File: src/core/line_iface_defines.svh
// Offsets, field positions, reset values and timing counts of the line status block
// How it works
// CMI invert bit set inverts the CMI code on transmit and receive tips.
// CMI enable bit selects CMI coding on the line; clear gives normal data.
// Four-bit receive level code is reported live, 0 loudest, 15 quietest.
// Live open-circuit bit follows the transmit open-circuit detector.
// Current-limit hit shows live and latched, regardless of limiter enable.
// Live bit-code bit is high only while a valid code is being seen.
// Pattern sync sets after 32 matching bits, clears at six errors in 64.
// Transmit clock lost is flagged after one channel time without a transition.
// Clock, open, limit, carrier and threshold bits latch on both edges.
// Receive carrier loss latches on both edges of the carrier-lost condition.
// Jitter FIFO near-limit event latches and clears when status is read.
// Signaling change latches when any enabled receive channel changes state.
// Timer event fires every update interval counted on receive clock edges.
// Below-threshold sets only after level stays under threshold for 50ms.
// Mask bit n enables status bit n; masks reset to zero.
// Interrupt high while any unmasked status bit set; read clears idle bits.
`ifndef LINE_IFACE_DEFINES_SVH
`define LINE_IFACE_DEFINES_SVH

`define IDX_INFO          12'h011
`define IDX_STATUS        12'h016
`define IDX_MASK          12'h017
`define IDX_CONFIG        12'h020
`define IDX_SIG_ENABLE    12'h021
`define IDX_CMI_CTRL      12'h07b

`define BIT_CMI_INVERT    6
`define BIT_CMI_ENABLE    7
`define BIT_E1_MODE       0
`define BIT_INTERVAL_SEL  1
`define THRESH_LSB        4

`define ST_TX_CLOCK_LOST  0
`define ST_OPEN_CIRCUIT   1
`define ST_CURRENT_LIMIT  2
`define ST_CARRIER_LOST   3
`define ST_JITTER_LIMIT   4
`define ST_SIG_CHANGED    5
`define ST_TIMER          6
`define ST_BELOW_THRESH   7
`define ST_TWO_EDGE_MASK  8'h8f

`define RESET_VALUE       32'h0000_0000

`define CLK_PERIOD_NS     8
`define T1_CHAN_NS        5181
`define E1_CHAN_NS        3906
`define T1_RATE_KHZ       1544
`define E1_RATE_KHZ       2048
`define T1_SHORT_MS       42
`define E1_SHORT_TENTH_MS 625
`define BELOW_HOLD_MS     50

`define SYNC_RUN_BITS     32
`define ERR_WINDOW_BITS   64
`define ERR_LIMIT         6

`endif

File: src/core/line_iface_pkg.sv
// Types shared by the line interface status block
package line_iface_pkg;

  typedef struct packed {
    logic [3:0] rx_level_code;
    logic       tx_open_circuit;
    logic       tx_current_limit_hit;
    logic       bitcode_seen;
    logic       rx_carrier_lost;
    logic       line_tx_clock_in;
    logic       rx_clock_in;
    logic       rx_data_in;
    logic       rx_line_tip;
    logic       jitter_fifo_near_limit;
  } pins_t;

  typedef struct packed {
    pins_t       sync1;
    pins_t       sync2;
    pins_t       sync3;
    pins_t       filt;
    logic        awrdy;
    logic        wrdy;
    logic        aw_got;
    logic        w_got;
    logic [11:0] awaddr;
    logic [31:0] wdata;
    logic [3:0]  wstrb;
    logic        bvalid;
    logic [1:0]  bresp;
    logic        arrdy;
    logic        rvalid;
    logic [31:0] rdata;
    logic [1:0]  rresp;
    logic [7:0]  cmi_ctrl;
    logic [7:0]  config_bits;
    logic [31:0] sig_en;
    logic [7:0]  status;
    logic [7:0]  mask;
    logic        irq;
    logic [7:0]  cond_prev;
    logic [11:0] txclk_cnt;
    logic        tx_lost;
    logic [23:0] tmr_cnt;
    logic [23:0] below_cnt;
    logic        below;
    logic [14:0] prbs;
    logic [5:0]  run;
    logic [5:0]  bitcnt;
    logic [2:0]  errcnt;
    logic        pattern_sync_live;
    logic        tx_tip;
    logic        rx_tip;
  } state_t;

endpackage

File: src/core/line_iface_status_irq.sv
// Line interface status, latched events, interrupt mask and CMI control
`timescale 1ns/1ps
`default_nettype none
`include "line_iface_defines.svh"

module line_iface_status_irq #(
  parameter int T1_LONG_EDGES  = `T1_RATE_KHZ * 1000,
  parameter int T1_SHORT_EDGES = `T1_RATE_KHZ * `T1_SHORT_MS,
  parameter int E1_LONG_EDGES  = `E1_RATE_KHZ * 1000,
  parameter int E1_SHORT_EDGES = `E1_RATE_KHZ * `E1_SHORT_TENTH_MS / 10,
  parameter int BELOW_HOLD_CYC = `BELOW_HOLD_MS * 1000000 / `CLK_PERIOD_NS
) (
  // Clock and reset
  input  wire logic                  clk,
  input  wire logic                  reset_n,
  // AXI4-Lite write address and data
  input  wire logic [11:0]           s_axi_awaddr,
  input  wire logic                  s_axi_awvalid,
  output var  logic                  s_axi_awready,
  input  wire logic [31:0]           s_axi_wdata,
  input  wire logic [3:0]            s_axi_wstrb,
  input  wire logic                  s_axi_wvalid,
  output var  logic                  s_axi_wready,
  // AXI4-Lite write response
  output var  logic [1:0]            s_axi_bresp,
  output var  logic                  s_axi_bvalid,
  input  wire logic                  s_axi_bready,
  // AXI4-Lite read
  input  wire logic [11:0]           s_axi_araddr,
  input  wire logic                  s_axi_arvalid,
  output var  logic                  s_axi_arready,
  output var  logic [31:0]           s_axi_rdata,
  output var  logic [1:0]            s_axi_rresp,
  output var  logic                  s_axi_rvalid,
  input  wire logic                  s_axi_rready,
  // Line side pins, asynchronous
  input  wire line_iface_pkg::pins_t line_pins,
  // Same-clock inputs from the framer and coder
  input  wire logic [31:0]           rx_signaling_changed,
  input  wire logic                  tx_cmi_code,
  input  wire logic                  tx_nrz_data,
  // Line and interrupt outputs
  output var  logic                  tx_line_tip,
  output var  logic                  rx_cmi_code,
  output var  logic                  cmi_enable,
  output var  logic                  irq
);
  import line_iface_pkg::*;

  // ************************************************
  // Constants
  // ************************************************
  // Rounded up so a slow but live clock never reads as lost
  localparam logic [11:0] T1_CHAN_CYC =
    12'((`T1_CHAN_NS + `CLK_PERIOD_NS - 1) / `CLK_PERIOD_NS);
  localparam logic [11:0] E1_CHAN_CYC =
    12'((`E1_CHAN_NS + `CLK_PERIOD_NS - 1) / `CLK_PERIOD_NS);
  localparam logic [1:0]  RESP_OKAY   = 2'h0;
  localparam logic [1:0]  RESP_SLVERR = 2'h2;

  // Whether a byte address falls on the register with the given index
  function automatic logic hit(input logic [11:0] addr, input logic [11:0] idx);
    hit = (addr[11:2] == idx[9:0]) && (idx[11:10] == 2'h0);
  endfunction

  function automatic logic mapped(input logic [11:0] addr);
    mapped = hit(addr, `IDX_INFO) || hit(addr, `IDX_STATUS) ||
             hit(addr, `IDX_MASK) || hit(addr, `IDX_CONFIG) ||
             hit(addr, `IDX_SIG_ENABLE) || hit(addr, `IDX_CMI_CTRL);
  endfunction

  state_t s;
  state_t n;

  logic [7:0]  info;
  logic [7:0]  cond;
  logic [7:0]  set_bits;
  logic [7:0]  clr_bits;
  logic [23:0] tmr_limit;
  logic [11:0] chan_cyc;
  logic        aw_take;
  logic        w_take;
  logic        ar_take;
  logic        do_wr;
  logic        rx_edge;
  logic        expect_bit;
  logic        err_bit;

  // ************************************************
  // Next state
  // ************************************************
  always_comb
  begin
    n = s;
    set_bits = 8'h00;
    clr_bits = 8'h00;

    // Only the second and third stages are looked at past the first
    n.sync1 = line_pins;
    n.sync2 = s.sync1;
    n.sync3 = s.sync2;
    n.filt  = (s.sync2 & s.sync3) | (s.filt & (s.sync2 | s.sync3));

    // Live information byte
    info = {s.pattern_sync_live,
            s.filt.bitcode_seen,
            s.filt.tx_current_limit_hit,
            s.filt.tx_open_circuit,
            s.filt.rx_level_code};

    // Transmit clock watchdog, one channel time
    chan_cyc = s.config_bits[`BIT_E1_MODE] ? E1_CHAN_CYC : T1_CHAN_CYC;
    if (n.filt.line_tx_clock_in != s.filt.line_tx_clock_in)
    begin
      n.txclk_cnt = 12'h000;
      n.tx_lost   = 1'b0;
    end
    else if (s.txclk_cnt >= chan_cyc - 12'h001)
    begin
      n.tx_lost = 1'b1;
    end
    else
    begin
      n.txclk_cnt = s.txclk_cnt + 12'h001;
    end

    // Level must stay under threshold for the whole hold time
    if (s.filt.rx_level_code > s.config_bits[`THRESH_LSB +: 4])
    begin
      if (s.below_cnt >= 24'(BELOW_HOLD_CYC - 1))
      begin
        n.below = 1'b1;
      end
      else
      begin
        n.below_cnt = s.below_cnt + 24'h000001;
      end
    end
    else
    begin
      n.below_cnt = 24'h000000;
      n.below     = 1'b0;
    end

    // Receive clock rising edge drives timer and pattern checker
    rx_edge = n.filt.rx_clock_in && !s.filt.rx_clock_in;
    if (s.config_bits[`BIT_E1_MODE])
    begin
      tmr_limit = s.config_bits[`BIT_INTERVAL_SEL] ? 24'(E1_SHORT_EDGES)
                                                   : 24'(E1_LONG_EDGES);
    end
    else
    begin
      tmr_limit = s.config_bits[`BIT_INTERVAL_SEL] ? 24'(T1_SHORT_EDGES)
                                                   : 24'(T1_LONG_EDGES);
    end

    // Self-synchronising 2^15-1 reference from received bits
    expect_bit = s.prbs[14] ^ s.prbs[13];
    err_bit    = s.filt.rx_data_in != expect_bit;
    if (rx_edge)
    begin
      if (s.tmr_cnt >= tmr_limit - 24'h000001)
      begin
        n.tmr_cnt = 24'h000000;
        set_bits[`ST_TIMER] = 1'b1;
      end
      else
      begin
        n.tmr_cnt = s.tmr_cnt + 24'h000001;
      end
      n.prbs = {s.prbs[13:0], s.filt.rx_data_in};
      if (!s.pattern_sync_live)
      begin
        if (err_bit)
        begin
          n.run = 6'h00;
        end
        else if (s.run == 6'(`SYNC_RUN_BITS - 1))
        begin
          n.pattern_sync_live  = 1'b1;
          n.run    = 6'h00;
          n.bitcnt = 6'h00;
          n.errcnt = 3'h0;
        end
        else
        begin
          n.run = s.run + 6'h01;
        end
      end
      else
      begin
        n.bitcnt = s.bitcnt + 6'h01;
        if (err_bit)
        begin
          n.errcnt = s.errcnt + 3'h1;
        end
        if (err_bit && s.errcnt == 3'(`ERR_LIMIT - 1))
        begin
          n.pattern_sync_live  = 1'b0;
          n.errcnt = 3'h0;
        end
        else if (s.bitcnt == 6'(`ERR_WINDOW_BITS - 1))
        begin
          n.errcnt = 3'h0;
        end
      end
    end

    // Conditions that latch on both edges
    cond = 8'h00;
    cond[`ST_TX_CLOCK_LOST] = s.tx_lost;
    cond[`ST_OPEN_CIRCUIT]  = s.filt.tx_open_circuit;
    cond[`ST_CURRENT_LIMIT] = s.filt.tx_current_limit_hit;
    cond[`ST_CARRIER_LOST]  = s.filt.rx_carrier_lost;
    cond[`ST_BELOW_THRESH]  = s.below;
    n.cond_prev = cond;
    set_bits = set_bits | ((cond ^ s.cond_prev) & `ST_TWO_EDGE_MASK);
    set_bits[`ST_JITTER_LIMIT] = n.filt.jitter_fifo_near_limit &&
                                 !s.filt.jitter_fifo_near_limit;
    set_bits[`ST_SIG_CHANGED]  = |(rx_signaling_changed & s.sig_en);

    // ************************************************
    // Register bus
    // ************************************************
    aw_take = s_axi_awvalid && s.awrdy;
    w_take  = s_axi_wvalid && s.wrdy;
    ar_take = s_axi_arvalid && s.arrdy;
    if (aw_take)
    begin
      n.aw_got = 1'b1;
      n.awaddr = s_axi_awaddr;
    end
    if (w_take)
    begin
      n.w_got = 1'b1;
      n.wdata = s_axi_wdata;
      n.wstrb = s_axi_wstrb;
    end
    if (s.bvalid && s_axi_bready)
    begin
      n.bvalid = 1'b0;
    end
    // Applied on the edge of the later take; answer one cycle on
    do_wr = n.aw_got && n.w_got && !s.bvalid;
    if (do_wr)
    begin
      n.aw_got = 1'b0;
      n.w_got  = 1'b0;
      n.bvalid = 1'b1;
      n.bresp  = mapped(n.awaddr) ? RESP_OKAY : RESP_SLVERR;
      if (n.wstrb[0])
      begin
        if (hit(n.awaddr, `IDX_STATUS))
        begin
          clr_bits = clr_bits | n.wdata[7:0];
        end
        if (hit(n.awaddr, `IDX_MASK))
        begin
          n.mask = n.wdata[7:0];
        end
        if (hit(n.awaddr, `IDX_CONFIG))
        begin
          n.config_bits = n.wdata[7:0];
        end
        if (hit(n.awaddr, `IDX_CMI_CTRL))
        begin
          n.cmi_ctrl = n.wdata[7:0] & 8'hc0;
        end
      end
      for (int b = 0; b < 4; b++)
      begin
        if (n.wstrb[b] && hit(n.awaddr, `IDX_SIG_ENABLE))
        begin
          n.sig_en[8*b +: 8] = n.wdata[8*b +: 8];
        end
      end
    end
    n.awrdy = !n.aw_got && !n.bvalid;
    n.wrdy  = !n.w_got && !n.bvalid;

    if (s.rvalid && s_axi_rready)
    begin
      n.rvalid = 1'b0;
    end
    if (ar_take)
    begin
      n.rvalid = 1'b1;
      n.rresp  = mapped(s_axi_araddr) ? RESP_OKAY : RESP_SLVERR;
      n.rdata  = 32'h0000_0000;
      if (hit(s_axi_araddr, `IDX_INFO))
      begin
        n.rdata[7:0] = info;
      end
      if (hit(s_axi_araddr, `IDX_STATUS))
      begin
        n.rdata[7:0] = s.status;
        clr_bits = clr_bits | s.status;
      end
      if (hit(s_axi_araddr, `IDX_MASK))
      begin
        n.rdata[7:0] = s.mask;
      end
      if (hit(s_axi_araddr, `IDX_CONFIG))
      begin
        n.rdata[7:0] = s.config_bits;
      end
      if (hit(s_axi_araddr, `IDX_SIG_ENABLE))
      begin
        n.rdata = s.sig_en;
      end
      if (hit(s_axi_araddr, `IDX_CMI_CTRL))
      begin
        n.rdata[7:0] = s.cmi_ctrl;
      end
    end
    // One read in flight; the next address waits for the answer
    n.arrdy = !n.rvalid;

    // ************************************************
    // Latched status and interrupt
    // ************************************************
    // A live condition keeps its bit; a new event beats the clear
    clr_bits = clr_bits & ~(cond & `ST_TWO_EDGE_MASK);
    n.status = set_bits | (s.status & ~clr_bits);
    n.irq    = |(n.status & n.mask);

    // CMI coding on the tips
    if (s.cmi_ctrl[`BIT_CMI_ENABLE])
    begin
      n.tx_tip = tx_cmi_code ^ s.cmi_ctrl[`BIT_CMI_INVERT];
      n.rx_tip = s.filt.rx_line_tip ^ s.cmi_ctrl[`BIT_CMI_INVERT];
    end
    else
    begin
      n.tx_tip = tx_nrz_data;
      n.rx_tip = s.filt.rx_line_tip;
    end
  end

  // ************************************************
  // State register
  // ************************************************
  always_ff @(posedge clk or negedge reset_n)
  begin
    if (!reset_n)
    begin
      s <= '0;
    end
    else
    begin
      s <= n;
    end
  end

  assign s_axi_awready = s.awrdy;
  assign s_axi_wready  = s.wrdy;
  assign s_axi_bresp   = s.bresp;
  assign s_axi_bvalid  = s.bvalid;
  assign s_axi_arready = s.arrdy;
  assign s_axi_rdata   = s.rdata;
  assign s_axi_rresp   = s.rresp;
  assign s_axi_rvalid  = s.rvalid;
  assign tx_line_tip   = s.tx_tip;
  assign rx_cmi_code   = s.rx_tip;
  assign cmi_enable    = s.cmi_ctrl[`BIT_CMI_ENABLE];
  assign irq           = s.irq;

endmodule
`default_nettype wire

File: config.mk
export PLATFORM = sky130hd
export DESIGN_NAME = line_iface_status_irq
export DESIGN_NICKNAME = d
export VERILOG_FILES = /design/src/core/line_iface_pkg.sv /design/src/core/line_iface_status_irq.sv
export VERILOG_INCLUDE_DIRS = /design/src /design/src/core
export SDC_FILE = /design/constraint.sdc
export NUM_CORES = 1
export LEC_CHECK = 0
export BUFFER_PORTS_ARGS = -buffer_cell sky130_fd_sc_hd__buf_2
export CAP_MARGIN = 20
export CORE_ASPECT_RATIO = 2
export CORE_UTILIZATION = 50
export CTS_CLUSTER_SIZE = 25
export DETAILED_ROUTE_END_ITERATION = 16
export PLACE_DENSITY = 0.71
export SLEW_MARGIN = 20
export SYNTH_ARGS = -nofsm -noshare
export SYNTH_HDL_FRONTEND = slang
export SYNTH_SLANG_ARGS = --single-unit
File: constraint.sdc
create_clock -name clk -period 3.57 [get_ports clk]
set_input_delay 0.714 -clock clk [delete_from_list [all_inputs] [get_ports clk]]
set_output_delay 0.714 -clock clk [all_outputs]
set_load 0.01 [all_outputs]
==> flow_summary.ini, run 1 <==
[drt]
ant_nets = 0
first_iter_violations = 471
drc = 0
vias = 9659
wirelength_um = 30500
wl_per_cell_um = 17.9
first_pass_iters = 7
viasPerCell = 5.67

[clocking]
cts_sinks = 298
path_clk_slew_ps = 70
cts_inserted_buffers = 26
post_cts_buffers = 0
cts_tree = built
ctsHoldBuffers = 0
clk_latency_ps = 540
ctsRootBufferMaster = clkbuf_16
clockBufferDepth = 3
cts_htree_levels = 1
cts_resized = 0

[logic_synthesis]
syn_area_um2 = 13500
synthCells = 1207
synth.avg_cell_area_um2 = 11.2
yosysWarnings = 0
async_flop_share_pct = 100
ys.flop_type = dfrtp_1
ys_types = 71
yosysSeqAreaShare_pct = 55.2
synth_edf_count = 0
ys_ff_latch = 298

[layout]
multiInputGateArea_um2 = 5550
register_area_um2 = 7460
final_common_cell = dfrtp_1
diodes = 0
drive_gt1_share_pct = 24.5
layout_common_cells = dfrtp_1, nand2_1, buf_2
nets = 1497
areaGrowthSynthToFinish_pct = 14.1
fillers = 2216

[sta]
grt_setup_unrepaired = no
fin_skew_ps = 9.42
min_period_ps = 3170
holdWs_ps = 176
tightest_slew_ps = 936
maxSlewHeadroom_pct = 37.6
period_share_pct = 88.7
tns_ps = 0
hold_viol = 0
fmax_ghz = 0.316
setup_viol = 0
slew_violations = 0

[global_route]
grt_use_total_pct = 22.4
grt_pass1_wl_um = 49500
grt_pass1_vias = 9666
antenna_found_initial = 0
grt_max_degree = 96
grt_remaining_overflow = 0

[setup_path]
critical_path.max_fanout = 11
r2r_setup_slack_ps = 400
cp-start-kind = flip-flop
rr_startpoint = s[152]
reg2reg_to = irq
cp.required_ps = 3980
cp-end-kind = flip-flop
arrival_ps = 3570
criticalPathCategory = reg2reg
ff2ff_path_depth = 11

[floorplan]
start_util_pct = 51.2
ios = 159
die_w_um = 118
die_h_um = 235
dieArea_um2 = 27700
rows = 84
coreArea_um2 = 26400

[placement]
hpwl_um = 22100
place.gp.congestion = 0.856
io_buffers = 152

[job]
maxCapViolCount = 0

[run_status]
status = complete, no violations

[power_and_ir_drop]
p_per_area_nw_per_um2 = 570
leakage_nw = 7.41
peakVddDrop_v = 0.000436

[min_path]
min_path_type = in2async
==> logic make-up (layout without fill, tap and decap cells) <==
group | Yosys count | count (layout) | share of synthesized area, %
AO/OA/AOI/OAI | 203 | 203 | 10.5
XOR/XNOR | 40 | 40 | 2.59
adder cells (fa/ha/maj) | 53 | 53 | 4.67
buffers and inverters | 100 | 250 | 3.95
flip-flops | 298 | 298 | 55.2
multiplexers | 100 | 100 | 8.20
other | 2 | 6 | 0.0556
AND/OR/NAND/NOR | 411 | 411 | 14.9
==> power breakdown <==
part           total, mW  leakage [nW]  switching [mW]  internal, mW
Clock               2.88         0.441            1.25          1.63
Combinational       1.63          3.14           0.918         0.715
Sequential          4.28          3.83           0.371          3.91
Total               8.79          7.41            2.53          6.26
==> state kept, by name, summed over array words and instances (netlist names) <==
name           count
cmi_enable         1
cond               5
info               6
irq                1
n                 26
rx_cmi_code        1
s                218
s_axi_arready      1
s_axi_awready      1
s_axi_bresp        1
s_axi_bvalid       1
s_axi_rdata       32
s_axi_rresp        1
s_axi_rvalid       1
s_axi_wready       1
tx_line_tip        1
==> synthesized netlist by cell type (all sizes together) (9+ instances only) <==
master | instances | area, um^2
inv | 21 | 78.8
nor3 | 15 | 80.1
and3 | 16 | 103
or3 | 13 | 86.3
a22o | 37 | 324
buf | 46 | 332
nor2 | 70 | 263
xor2 | 22 | 193
xnor2 | 18 | 158
a21oi | 42 | 210
nand2b | 15 | 93.8
and2 | 10 | 65.1
nand4 | 28 | 175
maj3 | 13 | 130
nand2 | 167 | 629
ha | 40 | 500
clkbuf | 33 | 124
dfrtp | 298 | 7460
nor2b | 10 | 62.6
nand3 | 28 | 140
mux2i | 14 | 140
a221oi | 14 | 123
o21ai | 51 | 255
or4 | 9 | 71.3
mux2 | 86 | 968
==> through the flow <==
stage                     utilization, %  total power, mW  worst slack (ps)  cell area, um^2  std cells
final                               58.4             8.79               402            15400       1705
after global routing                58.4             9.22               171            15400       1705
after CTS                           58.4             8.87               396            15400       1705
after detailed placement            55.1             5.97              47.8            14500       1659
after global placement              55.1             5.90              28.5            14500       1659
after floorplan                        -             5.34               242            13500       1211
==> per-layer routing <==
layer / GRT usage (%) / vias up / part of all wire, %
met5: 0 / - / 0
met4: 8.93 / 0 / 3.2
met3: 2.69 / 61 / 4.3
met2: 43.2 / 267 / 55
met1: 24.8 / 4805 / 38
li1: - / 4526 / -
==> area by class of cell <==
| type | instances | share of cell area (%) |
|---|---|---|
| Clock inverter | 12 | 0.779 |
| Tap cell | 344 | 2.79 |
| Clock buffer | 34 | 4.88 |
| Sequential cell | 298 | 48.4 |
| Timing Repair Buffer | 183 | 6.67 |
| Inverter | 21 | 0.511 |
| Multi-Input combinational cell | 813 | 36.0 |
==> worst max path at each step <==
stage	startpoint	end	slack (ps)	depth (start not counted)
after floorplan	s_axi_awaddr[11]	irq	240	8
after global placement	s_axi_awaddr[11]	irq	30	9
after detailed placement	s_axi_awaddr[11]	irq	50	8
after CTS	s[152]	irq	400	11
after global routing	s[152]	irq	170	11
final	s[152]	irq	400	11
==> critical path: stages (launching register included) <==
cell,delay (ps)
dfrtp_1,600
nand2b_1,130
inv_1,100
ha_1,230
ha_1,290
nand4_1,130
nor3_1,100
a221o_1,330
o31a_2,400
a31o_2,260
a222oi_1,360
nand3_1,110
Power figures use the tool's default switching activity.
==> run 2: changes to the inputs <==
--- a/config.mk
+++ b/config.mk
@@ -6,6 +6,7 @@
 export SDC_FILE = /design/constraint.sdc
 export NUM_CORES = 1
 export LEC_CHECK = 0
+export ABC_AREA = 1
 export BUFFER_PORTS_ARGS = -buffer_cell sky130_fd_sc_hd__buf_2
 export CAP_MARGIN = 20
 export CORE_ASPECT_RATIO = 2
==> flow_summary.ini, run 2 <==
[clocking]
clk_latency_ps = 550
ctsRootBufferMaster = clkbuf_16
cts_resized = 0
ctsHoldBuffers = 0
cts_inserted_buffers = 27
clockBufferDepth = 3
cts_htree_levels = 1
path_clk_slew_ps = 70
cts_tree = built
post_cts_buffers = 0
cts_sinks = 298

[setup_path]
cp-start-kind = flip-flop
cp-end-kind = flip-flop
criticalPathCategory = reg2reg
cp.required_ps = 3990
worst_path_max_delay_cell = dfrtp_1
critical_path.max_fanout = 14
max_stage_delay_ps = 490
path_cells = nor2_1 -> ha_1 -> ha_1 -> nand2_1 -> nor2_1 -> nand2_1 -> nor2_1 -> nand2_1 -> nand3_1 -> nand2_1 -> inv_1 -> nor2_1
arrival_ps = 3170

[job]
maxCapViolCount = 0

[sta]
maxSlewHeadroom_pct = 55.6
hold_viol = 0
fin_skew_ps = 11.1
setup_viol = 0
period_share_pct = 77.2
tightest_slew_ps = 666
slew_violations = 0
min_period_ps = 2760
fmax_ghz = 0.363
tns_ps = 0
grt_setup_unrepaired = no

[logic_synthesis]
syn_area_um2 = 14400
async_flop_share_pct = 100
synth_top_family_by_area = simple AND/OR/NAND/NOR gates
synth_top_area_cell = dfrtp_1
synth_top_area_share_pct = 51.7
yosys.area_share.simple_pct = 24.7
yosysWarnings = 0
yosysSeqAreaShare_pct = 51.7
synthCells = 1687
synthMuxAreaShare_pct = 0.139
synth_edf_count = 0
netlist_top_cells_count = nand2_1, dfrtp_1, inv_1
synth_compound_area_share_pct = 8.77
ys_types = 54
ys_ff_latch = 298
ys.flop_type = dfrtp_1
ys_top_cells_by_area = dfrtp_1, nand2_1, inv_1
synth.avg_cell_area_um2 = 8.55
yosys.cell_count.top_type = nand2_1
yosys.area_share.adder_pct = 4.30
synth-xor-area-share_pct = 1.82

[layout]
layout_common_cells = nand2_1, dfrtp_1, inv_1
final_common_cell = nand2_1
utilization_pct = 57.5
top_register = s
largest_reg_flops = 218
drive_gt1_share_pct = 14.6
instances_no_fill = 2193
areaGrowthSynthToFinish_pct = 12.9
nets = 1967

[floorplan]
die_w_um = 122
start_util_pct = 50.9
dieArea_um2 = 29600
ios = 159
die_h_um = 242
coreArea_um2 = 28300
rows = 87

[power_and_ir_drop]
p_per_area_nw_per_um2 = 557
peakVddDrop_v = 0.000515
leakage_nw = 8.27

[placement]
io_buffers = 152
hpwl_um = 25500
dp.cells = 2140
place.gp.congestion = 0.929

[drt]
wirelength_um = 34100
vias = 11468
ant_nets = 0
first_pass_iters = 7
viasPerCell = 5.23
first_iter_violations = 637
drc = 0
wl_per_cell_um = 15.5

[global_route]
antenna_found_initial = 6
grt_use_total_pct = 24.1
grt_pass1_wl_um = 55700
grt_max_degree = 85
grt_pass1_vias = 11376
grt_remaining_overflow = 0

[min_path]
min_path_type = in2async

[run_status]
status = complete, no violations
==> run 2: changes by cell type after synthesis, moves of 31 or more <==
| cell | delta |
|---|---|
| o21ai_0 | +31 |
| a22o_1 | -32 |
| nor2_1 | +46 |
| nand2_1 | +326 |
| nand3_1 | +54 |
| mux2_2 | -86 |
| nor3_1 | +33 |
| inv_1 | +168 |
==> run 2: area by class of cell <==
class / instances / area, um^2
well taps: 356 / 445
clock buffers: 36 / 759
clock inverters: 13 / 179
diodes: 4 / 10.0
multi-input cells: 1123 / 5750
inverters: 193 / 724
repair buffers: 170 / 943
flip-flops and latches: 298 / 7460
fillers: 2578 / 12000
==> run 2: power by group <==
part	switching (mW)	internal [mW]	total, mW
logic	1.17	0.603	1.77
registers	0.327	3.87	4.20
clock network	1.30	1.79	3.09
==> run 2: final timing paths <==
kind / startpoint / to / slack (ps) / cells past startpoint
worst max register to register: s[153] / s[78] / 810 / 12
worst min-delay path: reset_n / s[232] / 160 / 1
worst min register to register: n[292] / n[279] / 350 / 0
min in group clk: line_pins[11] / n[296] / 270 / 1
max in group asynchronous: reset_n / s[14] / 2580 / 2
worst max-delay path: s[153] / s[78] / 810 / 12
==> run 2: per-stage QoR <==
stage / hold slack, ps / power [mW] / area (um^2) / setup WS, ps
2_1_floorplan: 331 / 5.46 / 14400 / 1040
3_3_place_gp: 334 / 5.96 / 15300 / 735
3_5_place_dp: 336 / 6.04 / 15300 / 627
4_1_cts: 183 / 9.14 / 16300 / 812
5_1_grt: 209 / 9.56 / 16300 / 536
6_report: 158 / 9.06 / 16300 / 815
==> run 2: logic make-up after synthesis <==
logic type | count (synthesis)
simple gates | 825
compound gates | 208
fa+ha+maj | 52
flops | 298
mux | 2
buf+inv | 270
other cells | 2
xor+xnor | 30
==> run 2: per-layer routing <==
layer  routed length (um)  track usage [%]  share of wire [%]  up-vias
li1                     -                -                  -     5627
met1                12300             25.8                 36     5434
met2                18300             43.8                 54      298
met3                 1330             3.11                3.9      105
met4                 2080             14.4                6.1        4
met5                   20                0              0.059        -
==> run 2: critical path: cells and delay by family (launching register included) <==
| family | cells | cell delay [ps] |
|---|---|---|
| fa+ha+maj | 2 | 540 |
| buf+inv | 1 | 430 |
| flops | 1 | 490 |
| simple gates | 9 | 1160 |
